`src/hw/flash_status_pkg.sv`:
```
package flash_status_pkg;
	localparam int          BYTE_BITS         = 8;
	localparam logic [7:0]  OPC_READ_STATUS   = 8'h05;
	localparam logic [7:0]  OPC_SET_LATCH     = 8'h06;
	localparam logic [7:0]  OPC_CLEAR_LATCH   = 8'h04;
	localparam int          POS_LOCK          = 7;
	localparam int          POS_UNUSED6       = 6;
	localparam int          POS_ZERO5         = 5;
	localparam int          POS_PROTECT_HI    = 4;
	localparam int          POS_PROTECT_LO    = 2;
	localparam int          POS_LATCH         = 1;
	localparam int          POS_BUSY          = 0;
	localparam logic        RST_LOCK          = 1'b0;
	localparam logic [2:0]  RST_PROTECT       = 3'h0;
	localparam logic        RST_LATCH         = 1'b0;
	localparam logic        RST_BUSY          = 1'b0;
	localparam logic [2:0]  RST_BIT_COUNT     = 3'h0;
	localparam logic [2:0]  LAST_BIT_COUNT    = 3'h7;

	typedef enum logic [2:0] {
		ST_IDLE      = 3'b000,
		ST_STATUS    = 3'b001,
		ST_SET_ARM   = 3'b010,
		ST_CLEAR_ARM = 3'b011,
		ST_IGNORE    = 3'b100
	} frame_state_e;
endpackage : flash_status_pkg

```
`src/hw/serial_shift_if.sv`:
```
`timescale 1ns/1ps
interface serial_shift_if;
	logic [7:0] rx_byte;
	logic       byte_done;
	logic       frame_end;
	logic       partial;
	logic       tx_en;
	logic [7:0] tx_byte;

	modport shifter (
		output rx_byte,
		output byte_done,
		output frame_end,
		output partial,
		input  tx_en,
		input  tx_byte
	);
	modport control (
		input  rx_byte,
		input  byte_done,
		input  frame_end,
		input  partial,
		output tx_en,
		output tx_byte
	);
endinterface : serial_shift_if

```
`src/hw/serial_shifter.sv`:
```
`timescale 1ns/1ps
module serial_shifter
	import flash_status_pkg::*;
(
	input  wire logic             clk_i,
	input  wire logic             rstn_i,
	input  wire logic             cs_n_i,
	input  wire logic             sck_i,
	input  wire logic             si_i,
	output logic                  so_o,
	output logic                  so_oe_o,
	serial_shift_if.shifter       sh
);
	logic       sck_reg,  sck_next;
	logic       cs_n_reg, cs_n_next;
	logic [7:0] rx_reg,   rx_next;
	logic [2:0] rcnt_reg, rcnt_next;
	logic [7:0] tx_reg,   tx_next;
	logic [2:0] tcnt_reg, tcnt_next;
	logic       so_reg,   so_next;
	logic       rise;
	logic       fall;

	// Pins are synchronous to clk_i, so edges come from a one-deep history.
	assign rise = sck_i & ~sck_reg;
	assign fall = ~sck_i & sck_reg;
	assign sh.rx_byte   = {rx_reg[6:0], si_i};
	assign sh.byte_done = rise & ~cs_n_i & (rcnt_reg == LAST_BIT_COUNT);
	assign sh.frame_end = cs_n_i & ~cs_n_reg;
	assign sh.partial   = (rcnt_reg != RST_BIT_COUNT);
	assign so_o    = so_reg;
	assign so_oe_o = ~cs_n_i & sh.tx_en;

	always_comb begin
		sck_next  = sck_i;
		cs_n_next = cs_n_i;
		rx_next   = rx_reg;
		rcnt_next = rcnt_reg;
		tx_next   = tx_reg;
		tcnt_next = tcnt_reg;
		so_next   = so_reg;
		if (cs_n_i) begin
			rcnt_next = RST_BIT_COUNT;
			tcnt_next = RST_BIT_COUNT;
		end else begin
			if (rise) begin
				rx_next   = sh.rx_byte;
				rcnt_next = rcnt_reg + 3'h1;
			end
			if (fall && sh.tx_en) begin
				// A fresh copy is taken at every byte boundary.
				if (tcnt_reg == RST_BIT_COUNT) begin
					so_next = sh.tx_byte[7];
					tx_next = {sh.tx_byte[6:0], 1'b0};
				end else begin
					so_next = tx_reg[7];
					tx_next = {tx_reg[6:0], 1'b0};
				end
				tcnt_next = tcnt_reg + 3'h1;
			end
		end
	end

	always_ff @(posedge clk_i) begin
		if (!rstn_i) begin
			sck_reg  <= 1'b0;
			cs_n_reg <= 1'b1;
			rx_reg   <= 8'h00;
			rcnt_reg <= RST_BIT_COUNT;
			tx_reg   <= 8'h00;
			tcnt_reg <= RST_BIT_COUNT;
			so_reg   <= 1'b0;
		end else begin
			sck_reg  <= sck_next;
			cs_n_reg <= cs_n_next;
			rx_reg   <= rx_next;
			rcnt_reg <= rcnt_next;
			tx_reg   <= tx_next;
			tcnt_reg <= tcnt_next;
			so_reg   <= so_next;
		end
	end
endmodule : serial_shifter

```
`src/hw/flash_status_register_read.sv`:
```
`timescale 1ns/1ps
module flash_status_register_read
	import flash_status_pkg::*;
(
	input  wire logic       clk_i,
	input  wire logic       rstn_i,
	input  wire logic       cs_n_i,
	input  wire logic       sck_i,
	input  wire logic       si_i,
	output logic            so_o,
	output logic            so_oe_o,
	input  wire logic       write_protect_pin_n_i,
	input  wire logic       sr_write_i,
	input  wire logic [7:0] sr_data_i,
	output logic            sr_accept_o,
	input  wire logic       op_req_i,
	output logic            op_accept_o,
	input  wire logic       op_done_i,
	output logic [7:0]      status_byte_o,
	output logic [2:0]      protect_size_o
);
	import flash_status_pkg::*;

	serial_shift_if sh ();

	frame_state_e state_reg, state_next;
	logic         lock_reg,  lock_next;
	logic [2:0]   bp_reg,    bp_next;
	logic         wel_reg,   wel_next;
	logic         busy_reg,  busy_next;
	logic         locked;

	serial_shifter u_shifter (
		.clk_i   (clk_i),
		.rstn_i  (rstn_i),
		.cs_n_i  (cs_n_i),
		.sck_i   (sck_i),
		.si_i    (si_i),
		.so_o    (so_o),
		.so_oe_o (so_oe_o),
		.sh      (sh.shifter)
	);

	always_comb begin
		status_byte_o = 8'h00;
		status_byte_o[POS_LOCK]                       = lock_reg;
		status_byte_o[POS_PROTECT_HI:POS_PROTECT_LO]  = bp_reg;
		status_byte_o[POS_LATCH]                      = wel_reg;
		status_byte_o[POS_BUSY]                       = busy_reg;
	end
	assign protect_size_o = bp_reg;
	assign sh.tx_en   = (state_reg == ST_STATUS);
	assign sh.tx_byte = status_byte_o;

	assign locked      = lock_reg & ~write_protect_pin_n_i;
	assign sr_accept_o = sr_write_i & wel_reg & ~busy_reg & ~locked;
	assign op_accept_o = op_req_i & ~sr_write_i & wel_reg & ~busy_reg;

	always_comb begin
		state_next = state_reg;
		if (cs_n_i) begin
			state_next = ST_IDLE;
		end else if (sh.byte_done) begin
			case (state_reg)
				ST_IDLE: begin
					// Status reads ignore the busy flag on purpose.
					case (sh.rx_byte)
						OPC_READ_STATUS: state_next = ST_STATUS;
						OPC_SET_LATCH:   state_next = ST_SET_ARM;
						OPC_CLEAR_LATCH: state_next = ST_CLEAR_ARM;
						default:         state_next = ST_IGNORE;
					endcase
				end
				ST_STATUS: state_next = ST_STATUS;
				default:   state_next = ST_IGNORE;
			endcase
		end
	end

	always_comb begin
		lock_next = lock_reg;
		bp_next   = bp_reg;
		wel_next  = wel_reg;
		busy_next = busy_reg;
		if (op_done_i) begin
			busy_next = 1'b0;
			wel_next  = 1'b0;
		end
		if (sr_accept_o) begin
			lock_next = sr_data_i[POS_LOCK];
			bp_next   = sr_data_i[POS_PROTECT_HI:POS_PROTECT_LO];
			busy_next = 1'b1;
		end
		if (op_accept_o) begin
			busy_next = 1'b1;
		end
		// Latch commands count only when framed whole; a stray clock edge
		// leaves a partial byte and the command is dropped.
		if (sh.frame_end && !sh.partial && !busy_reg) begin
			if (state_reg == ST_SET_ARM) begin
				wel_next = 1'b1;
			end else if (state_reg == ST_CLEAR_ARM) begin
				wel_next = 1'b0;
			end
		end
	end

	always_ff @(posedge clk_i) begin
		if (!rstn_i) begin
			state_reg <= ST_IDLE;
			lock_reg  <= RST_LOCK;
			bp_reg    <= RST_PROTECT;
			wel_reg   <= RST_LATCH;
			busy_reg  <= RST_BUSY;
		end else begin
			state_reg <= state_next;
			lock_reg  <= lock_next;
			bp_reg    <= bp_next;
			wel_reg   <= wel_next;
			busy_reg  <= busy_next;
		end
	end
endmodule : flash_status_register_read

```
`config.mk`:
```
export PLATFORM = sky130hd
export DESIGN_NAME = flash_status_register_read
export DESIGN_NICKNAME = d
export VERILOG_FILES = /design/src/hw/flash_status_pkg.sv /design/src/hw/serial_shift_if.sv /design/src/hw/serial_shifter.sv /design/src/hw/flash_status_register_read.sv
export SDC_FILE = /design/constraint.sdc
export NUM_CORES = 1
export LEC_CHECK = 0
export BUFFER_PORTS_ARGS = -buffer_cell sky130_fd_sc_hd__buf_4
export CAP_MARGIN = 10
export CORE_MARGIN = 1
export CORE_UTILIZATION = 45
export DETAILED_ROUTE_END_ITERATION = 12
export GPL_TIMING_DRIVEN = 1
export MAX_ROUTING_LAYER = met4
export PLACE_DENSITY = 0.68
export SETUP_SLACK_MARGIN = 0.05
export SLEW_MARGIN = 20
export SYNTH_ARGS = -nofsm -noshare
export SYNTH_HDL_FRONTEND = slang
export SYNTH_SLANG_ARGS = --single-unit
```
`constraint.sdc`:
```
create_clock -name clk_i -period 1.75 [get_ports clk_i]
set_input_delay 0.0875 -clock clk_i [delete_from_list [all_inputs] [get_ports clk_i]]
set_output_delay 0.0875 -clock clk_i [all_outputs]
set_load 0.05 [all_outputs]
```
-- Word-level counts from Yosys, hierarchy flattened
Cells that the tools add are included.
- word-level logic and storage cells: 66
- input bits: 17
- bits in registers: 33
- add/sub/neg operators: 2
- muxes and demuxes: 11
- equal/unequal tests: 7
- bitwise logic cells: 22
- reduce and logical (&&, ||, !) cells: 12
- operators by type and width (kind ; count):
    $eq 8x3->1 const B ; 3
    $and 1x1->1 ; 13
    $not 1->1 ; 9
    $pmux 3 s3 ; 1
    $mux 1 ; 8
    $mux 8 ; 1
    $add 3x1->3 const B ; 2
    $eq 3x2->1 const B ; 2
    $logic_not 3->1 ; 2
    $pmux 3 s2 ; 1
    $reduce_bool 3->1 ; 2
    $reduce_and 2->1 ; 2
    $eq 3x1->1 const B ; 1
    $eq 3x3->1 const B ; 1
    $logic_and 1x1->1 ; 3
    $logic_not 1->1 ; 2
    $reduce_or 2->1 ; 1

-- Depth between registers and ports, before layout
Gate-level depths: netlist (run 1).
- word-level depth: 6
- depth in mapped cells: 6

-- Hierarchy
A second synthesis (run 1) with hierarchy kept.
- cells, all modules: 167
- area total of the unflattened synthesis: 1556.5 um^2
- modules (own cells, without submodules) (module ; sequential area each (um^2) ; times used ; cells each ; area each (um^2)):
    serial_shifter ; 460.4 ; 1 ; 108 ; 1018.5
    flash_status_register_read ; 180.2 ; 1 ; 59 ; 538.0

-- Worst setup path before layout (run 1)
Ideal clock, no wire load.
- kind: register -> register
- start point: register busy_reg
- end point: register busy_reg
- required time: 1.685 ns
- setup slack: -0.491 ns
- arrival time: 2.176 ns
- stages on the path, launching flop included: 3
- clock period less this slack: 2.241 ns
- cell sequence: dfxtp_1 nor4bb_1 o31a_1
- RTL lines (element ; RTL line ; source):
    start: declaration ; flash_status_register_read.sv:30 ; logic busy_reg, busy_next;
    start signal: assignment ; flash_status_register_read.sv:120 ; busy_reg <= busy_next;
    $not 1->1 (*) ; flash_status_register_read.sv:57 ; assign op_accept_o = op_req_i & ~sr_write_i & wel_reg & ~busy_reg;
    $and 1x1->1 (*) ; flash_status_register_read.sv:57 ;
    via op_accept_o ; flash_status_register_read.sv:17 ; output logic op_accept_o,
    $reduce_bool 3->1 (no source line) or $mux 1 (tied branches) ; -- ;
The timed path passes the listed nets; every way through them passes the cells marked *.
A chain may end at the register's enable or synchronous reset.

-- Worst setup path in the final report (run 1)
- start point: register state_reg[2]
- end point: register u_shifter.tx_reg[1]
- cells in the longest elaborated chain, start to end: 3
- RTL lines (element ; RTL line ; source):
    start: declaration ; flash_status_register_read.sv:26 ; frame_state_e state_reg, state_next;
    start signal: assignment ; flash_status_register_read.sv:116 ; state_reg <= state_next;
    $eq 3x1->1 ; flash_status_register_read.sv:52 ; assign sh.tx_en = (state_reg == ST_STATUS);
    $logic_and 1x1->1 ; serial_shifter.sv:50 ; if (fall && sh.tx_en) begin
    $reduce_and 2->1 (no source line) ; -- ;
    end signal: assignment ; serial_shifter.sv:78 ; tx_reg <= tx_next;
    end: declaration ; serial_shifter.sv:18 ; logic [7:0] tx_reg, tx_next;
Every way passes these cells.

==> flow_metrics.tcl, run 1 <==
set metrics [dict create \
    report.final.hold_viol_count 0 \
    cts-root-buf "clkbuf_4" \
    first_pass_iters 4 \
    arrival_ps 1880 \
    cts_tree "yes" \
    hold_depth 3 \
    rows 20 \
    post-route-worst-setup-slack_ps 133 \
    coreArea_um2 3100 \
    fin_area_um2 1800 \
    cts_sinks 32 \
    synth_compound_area_share_pct 15.5 \
    rsz0062_at_grt "false" \
    synth-xor-area-share_pct 0.582 \
    postCtsSetupRepairBufs 0 \
    cts.path.max_buffers 2 \
    first_global_vias 1091 \
    ys_seq_area_share_pct 42.6 \
    grt_usage_pct 18.5 \
    dp_cells 224 \
    wire_per_inst_um 12.3 \
    min-delay-start "sr_data_i[4]" \
    synth_top_family_by_area "simple AND/OR/NAND/NOR gates" \
    layout-drive-gt1-share_pct 25.3 \
    synth-simple-area-share_pct 19.8 \
    syn_inst 164 \
    fmax_mhz 618 \
    cp-start-kind "register" \
    clk_pin_slew_ps 90 \
    pre_cts_ws_ps 95.2 \
    skew_ps 7.87 \
    post_synth_num_cell_types 42 \
    setup-tns-final_ps 0 \
    worst_ep_required_time_ps 2010 \
    dpl_cell_area_um2 1700 \
    reg2reg_slack_ps 130 \
    drt-initial-drc-count 68 \
    synth_area_leaders "dfxtp_1 (43%), mux2i_1 (9.3%), a21oi_1 (5.7%)" \
    maxCapViolations 0 \
    utilization_pct 57.9 \
    clock_latency_ps 320 \
    diodes 0 \
    synth-async-reset-ratio_pct 0 \
    status "completed" \
    ios 32 \
    cts_max_level 2 \
    cts_buffers 5 \
    hold_path_end "protect_size_o[2]$_SDFFE_PN0P_" \
    power.density_nw_per_um2 693 \
    synth_edf_count 0 \
    grt_pass1_wl_um 4700 \
    synthMuxAreaShare_pct 9.31 \
    fp.dieH_um 59.8 \
    cp_max_fo 7 \
    timing.rr.start "state_reg[2]$_SDFFE_PP0P_" \
    period_share_pct 92.4 \
    routed-via-count 1222 \
    fillers 297 \
    setup_violations 0 \
    overflow 0 \
    avgViaCountPerCell 5.22 \
    grt_max_degree 21 \
    fp.dieW_um 59.8 \
    synth_fa_ha_area_share_pct 4.16 \
    synth_area_um2 1510 \
    ys_ff_latch 32 \
    areaGrowthSynthToFinish_pct 19.5 \
    end_kind "register" \
    start_util_pct 48.5 \
    timing.final.crit_period_ps 1620 \
    drc 0 \
    dp.final_hpwl_um 2180 \
    routed_wl_um 2870 \
    hp-class "in -> reg" \
    antenna_found_initial 0 \
    yosysTopAreaCell "dfxtp_1" \
    hold_ws_ps 21.2 \
    p_total_mw 1.25 \
    routabilityCongestion 0.844 \
    final_cell_count_no_fill 234 \
    peakVddDrop_mv 0.568 \
    r2r_cells 3 \
    portBuffers 25 \
    synth_top_area_share_pct 42.6 \
    criticalPathCategory "reg -> reg" \
    nets 211 \
    ant_nets 0 \
    ys.flop_type "dfxtp_1" \
    synth_area_per_cell_um2 9.18 \
    final-max-slew-violation-count 0 \
    ys_warn_count 0 \
    leakage_nw 0.691 \
    die-area_um2 3580 \
    r2r_end "u_shifter.tx_reg[1]$_SDFFE_PN0P_" \
]
## logic make-up after synthesis
kind of cell             after synthesis
buffers and inverters                 23
adder cells (fa/ha/maj)                5
XOR/XNOR                               1
flip-flops                            32
AND/OR/NAND/NOR                       49
AO/OA/AOI/OAI                         39
other                                  1
multiplexers                          14
## where the power goes
part           switching (mW)  total [mW]  leakage, nW  internal [mW]
clock                   0.226       0.424       0.0326          0.198
sequential            0.00398       0.737        0.259          0.733
combinational          0.0456      0.0852        0.399         0.0395
## critical path: stages (launching register included)
cell,delay (ps)
dfxtp_2,360
or4b_4,530
or4_4,530
a21oi_2,140
## timing repair
action | 4_1_cts | 5_1_grt
setup endpoints to repair | 1 | 2
pin swaps | 0 | 1
hold endpoints to repair | 1 | 1
resized for setup | 2 | 4
cloned | 0 | 0
hold buffers | 1 | 1
## layer usage
metal	vias up	global-route usage (%)	share of wire [%]
met2	16	27.5	51
met5	-	-	0
met1	571	22.5	45
met3	4	6.49	2.7
li1	631	-	-
met4	0	8.31	1.3
## layout by cell type, fill, tap and decap left out, types with 2 or more instances in the layout
master,count
dfxtp_1,30
nand2b_1,3
clkbuf_1,2
inv_1,7
nand3_1,6
o21ai_0,10
a211oi_1,6
ha_1,5
conb_1,2
nor2_1,15
mux2i_1,14
dfxtp_2,2
nand4_1,2
dlygate4sd3_1,2
buf_4,28
clkbuf_4,5
a21oi_1,16
nor3b_1,2
nor2b_1,4
## how the worst max path moves through the flow
stage	start	end	slack (ps)	depth (start not counted)
after floorplan	busy_reg$_SDFFE_PN0P_	busy_reg$_SDFFE_PN0P_	60	2
after global placement	state_reg[2]$_SDFFE_PP0P_	u_shifter.tx_reg[1]$_SDFFE_PN0P_	120	3
after detailed placement	state_reg[2]$_SDFFE_PP0P_	u_shifter.tx_reg[1]$_SDFFE_PN0P_	100	3
after CTS	state_reg[2]$_SDFFE_PP0P_	so_oe_o	70	3
after global routing	state_reg[0]$_SDFFE_PP0P_	so_oe_o	80	3
final	state_reg[2]$_SDFFE_PP0P_	u_shifter.tx_reg[1]$_SDFFE_PN0P_	130	3
## final cells by class
class	count	area (um^2)	share of cell area, %
Inverter	9	35.0	1.95
Multi-Input combinational cell	110	764	42.5
Clock buffer	8	58.8	3.27
Sequential cell	32	643	35.8
Timing Repair Buffer	31	241	13.4
Tap cell	44	55.1	3.06
## synthesized netlist by cell type (2+ instances only)
library cell	count
a211oi_1	6
a21oi_1	17
buf_4	8
clkbuf_1	4
clkinv_1	2
dfxtp_1	32
ha_1	5
inv_1	7
mux2i_1	14
nand2b_1	3
nand3_1	6
nand4_1	2
nor2_1	15
nor2b_1	4
nor3b_1	2
o21ai_0	10
or4_1	2
No activity file was read; power rests on OpenSTA's default activity.
==> run 2, diff against run 1 <==
Settings changed: CORE_UTILIZATION 45 to 42, GPL_TIMING_DRIVEN 1 to 0, HOLD_SLACK_MARGIN set to 0.03, PLACE_DENSITY 0.68 to unset.
==> flow_metrics.tcl, run 2 (synthesis gave the netlist of run 1 again) <==
set metrics [dict create \
    leakage_nw 0.751 \
    hp-class "in -> reg" \
    grt_usage_pct 19.3 \
    mostFrequentLayoutCell "buf_4" \
    worst_ep_required_time_ps 2030 \
    status "completed" \
    portBuffers 25 \
    period_share_pct 94.6 \
    cp-start-kind "register" \
    power.density_nw_per_um2 665 \
    cts_max_level 2 \
    overflow 0 \
    skew_ps 7.78 \
    end_kind "register" \
    fmax_mhz 604 \
    final-max-slew-violation-count 0 \
    cts.path.max_buffers 2 \
    drt-initial-drc-count 55 \
    rows 21 \
    antenna_found_initial 0 \
    maxCapViolations 0 \
    dpl_cell_area_um2 1760 \
    nets 227 \
    first_pass_iters 4 \
    start_util_pct 44.4 \
    rsz0062_at_grt "true" \
    cts-root-buf "clkbuf_4" \
    clk_pin_slew_ps 90 \
    first_global_vias 1182 \
    cts_sinks 32 \
    peakVddDrop_mv 0.384 \
    report.final.hold_viol_count 0 \
    timing.final.crit_period_ps 1660 \
    wire_per_inst_um 12.8 \
    setup_violations 0 \
    arrival_ps 1930 \
    areaGrowthSynthToFinish_pct 27.7 \
    cts_buffers 5 \
    routed_wl_um 3220 \
    grt_pass1_wl_um 5050 \
    ant_nets 0 \
    hold_ws_ps 66.7 \
    cp_max_fo 7 \
    dp.final_hpwl_um 2310 \
    ios 32 \
    fin_area_um2 1920 \
    die-area_um2 3830 \
    cts_tree "yes" \
    hold_depth 3 \
    routed-via-count 1310 \
    drc 0 \
    coreArea_um2 3390 \
    fp.dieW_um 61.9 \
    tightest_slew_ps 505 \
    grt_max_degree 11 \
    criticalPathCategory "reg -> reg" \
    clock_latency_ps 340 \
    fp.dieH_um 61.9 \
    postCtsSetupRepairBufs 0 \
    slew_headroom_pct 66.3 \
    final_cell_mix "buf_4 (32), dfxtp_1 (29), a21oi_1 (16)" \
    setup-tns-final_ps 0 \
    layout-drive-gt1-share_pct 26.2 \
    diodes 0 \
    r2r_cells 3 \
    routabilityCongestion 0.767 \
    avgViaCountPerCell 5.20 \
]
run 2: cell types whose count changed in the layout (fill, tap and decap cells not counted), sizes merged:
| cell | before | now |
|---|---|---|
| buf | 29 | 34 |
| dlygate4sd3 | 2 | 8 |
| clkbuf | 8 | 13 |
run 2: area by class of cell:
cell class	count	area, um^2
clock buffers	8	58.8
flip-flops and latches	32	647
multi-input cells	110	764
plain buffers	14	83.8
repair buffers	33	272
inverters	9	38.8
fillers	308	1470
well taps	46	57.6
run 2: final timing paths:
check                                                          end  slack, ps                          startpoint
worst max-delay path              u_shifter.tx_reg[1]$_SDFFE_PN0P_         90           state_reg[1]$_SDFFE_PP0P_
worst max register to register    u_shifter.tx_reg[1]$_SDFFE_PN0P_         90           state_reg[1]$_SDFFE_PP0P_
worst min-delay path                     state_reg[1]$_SDFFE_PP0P_         70                              cs_n_i
worst min register to register  u_shifter.tcnt_reg[2]$_SDFFE_PP0N_        490  u_shifter.tcnt_reg[2]$_SDFFE_PP0N_
run 2: repair_timing:
action | in CTS | in global routing
gates resized for setup | 3 | 6
pin swaps | 0 | 2
endpoints found under the hold margin | 8 | 0
hold buffers | 8 | 0
setup endpoints to repair | 1 | 2
run 2: layer usage:
metal	vias up	track usage [%]	wire length [um]
li1	657	-	-
met1	624	21.2	1420
met2	23	31.2	1630
met3	6	6.63	113
met4	0	9.21	55
met5	-	-	0
run 2: per-stage QoR:
stage          setup WS (ps)  std cells  utilization [%]  power, mW
3_3_place_gp            89.2        236             51.9      0.837
3_5_place_dp            92.4        236             51.9      0.839
5_1_grt                 46.7        252             56.7       1.35
2_1_floorplan           63.8        165                -      0.803
6_report                94.3        252             56.7       1.28
4_1_cts                 42.1        252             56.3       1.29
run 2: report_power, final:
group          internal, mW  switching (mW)
clock                 0.198           0.246
sequential            0.731         0.00403
combinational        0.0496          0.0495
total                 0.979           0.300
run 2: worst max-delay path, stage by stage, from the launching register on:
cell and delay, ps:
dfxtp_4 370, or4b_4 570, or4_4 540, a21oi_2 120
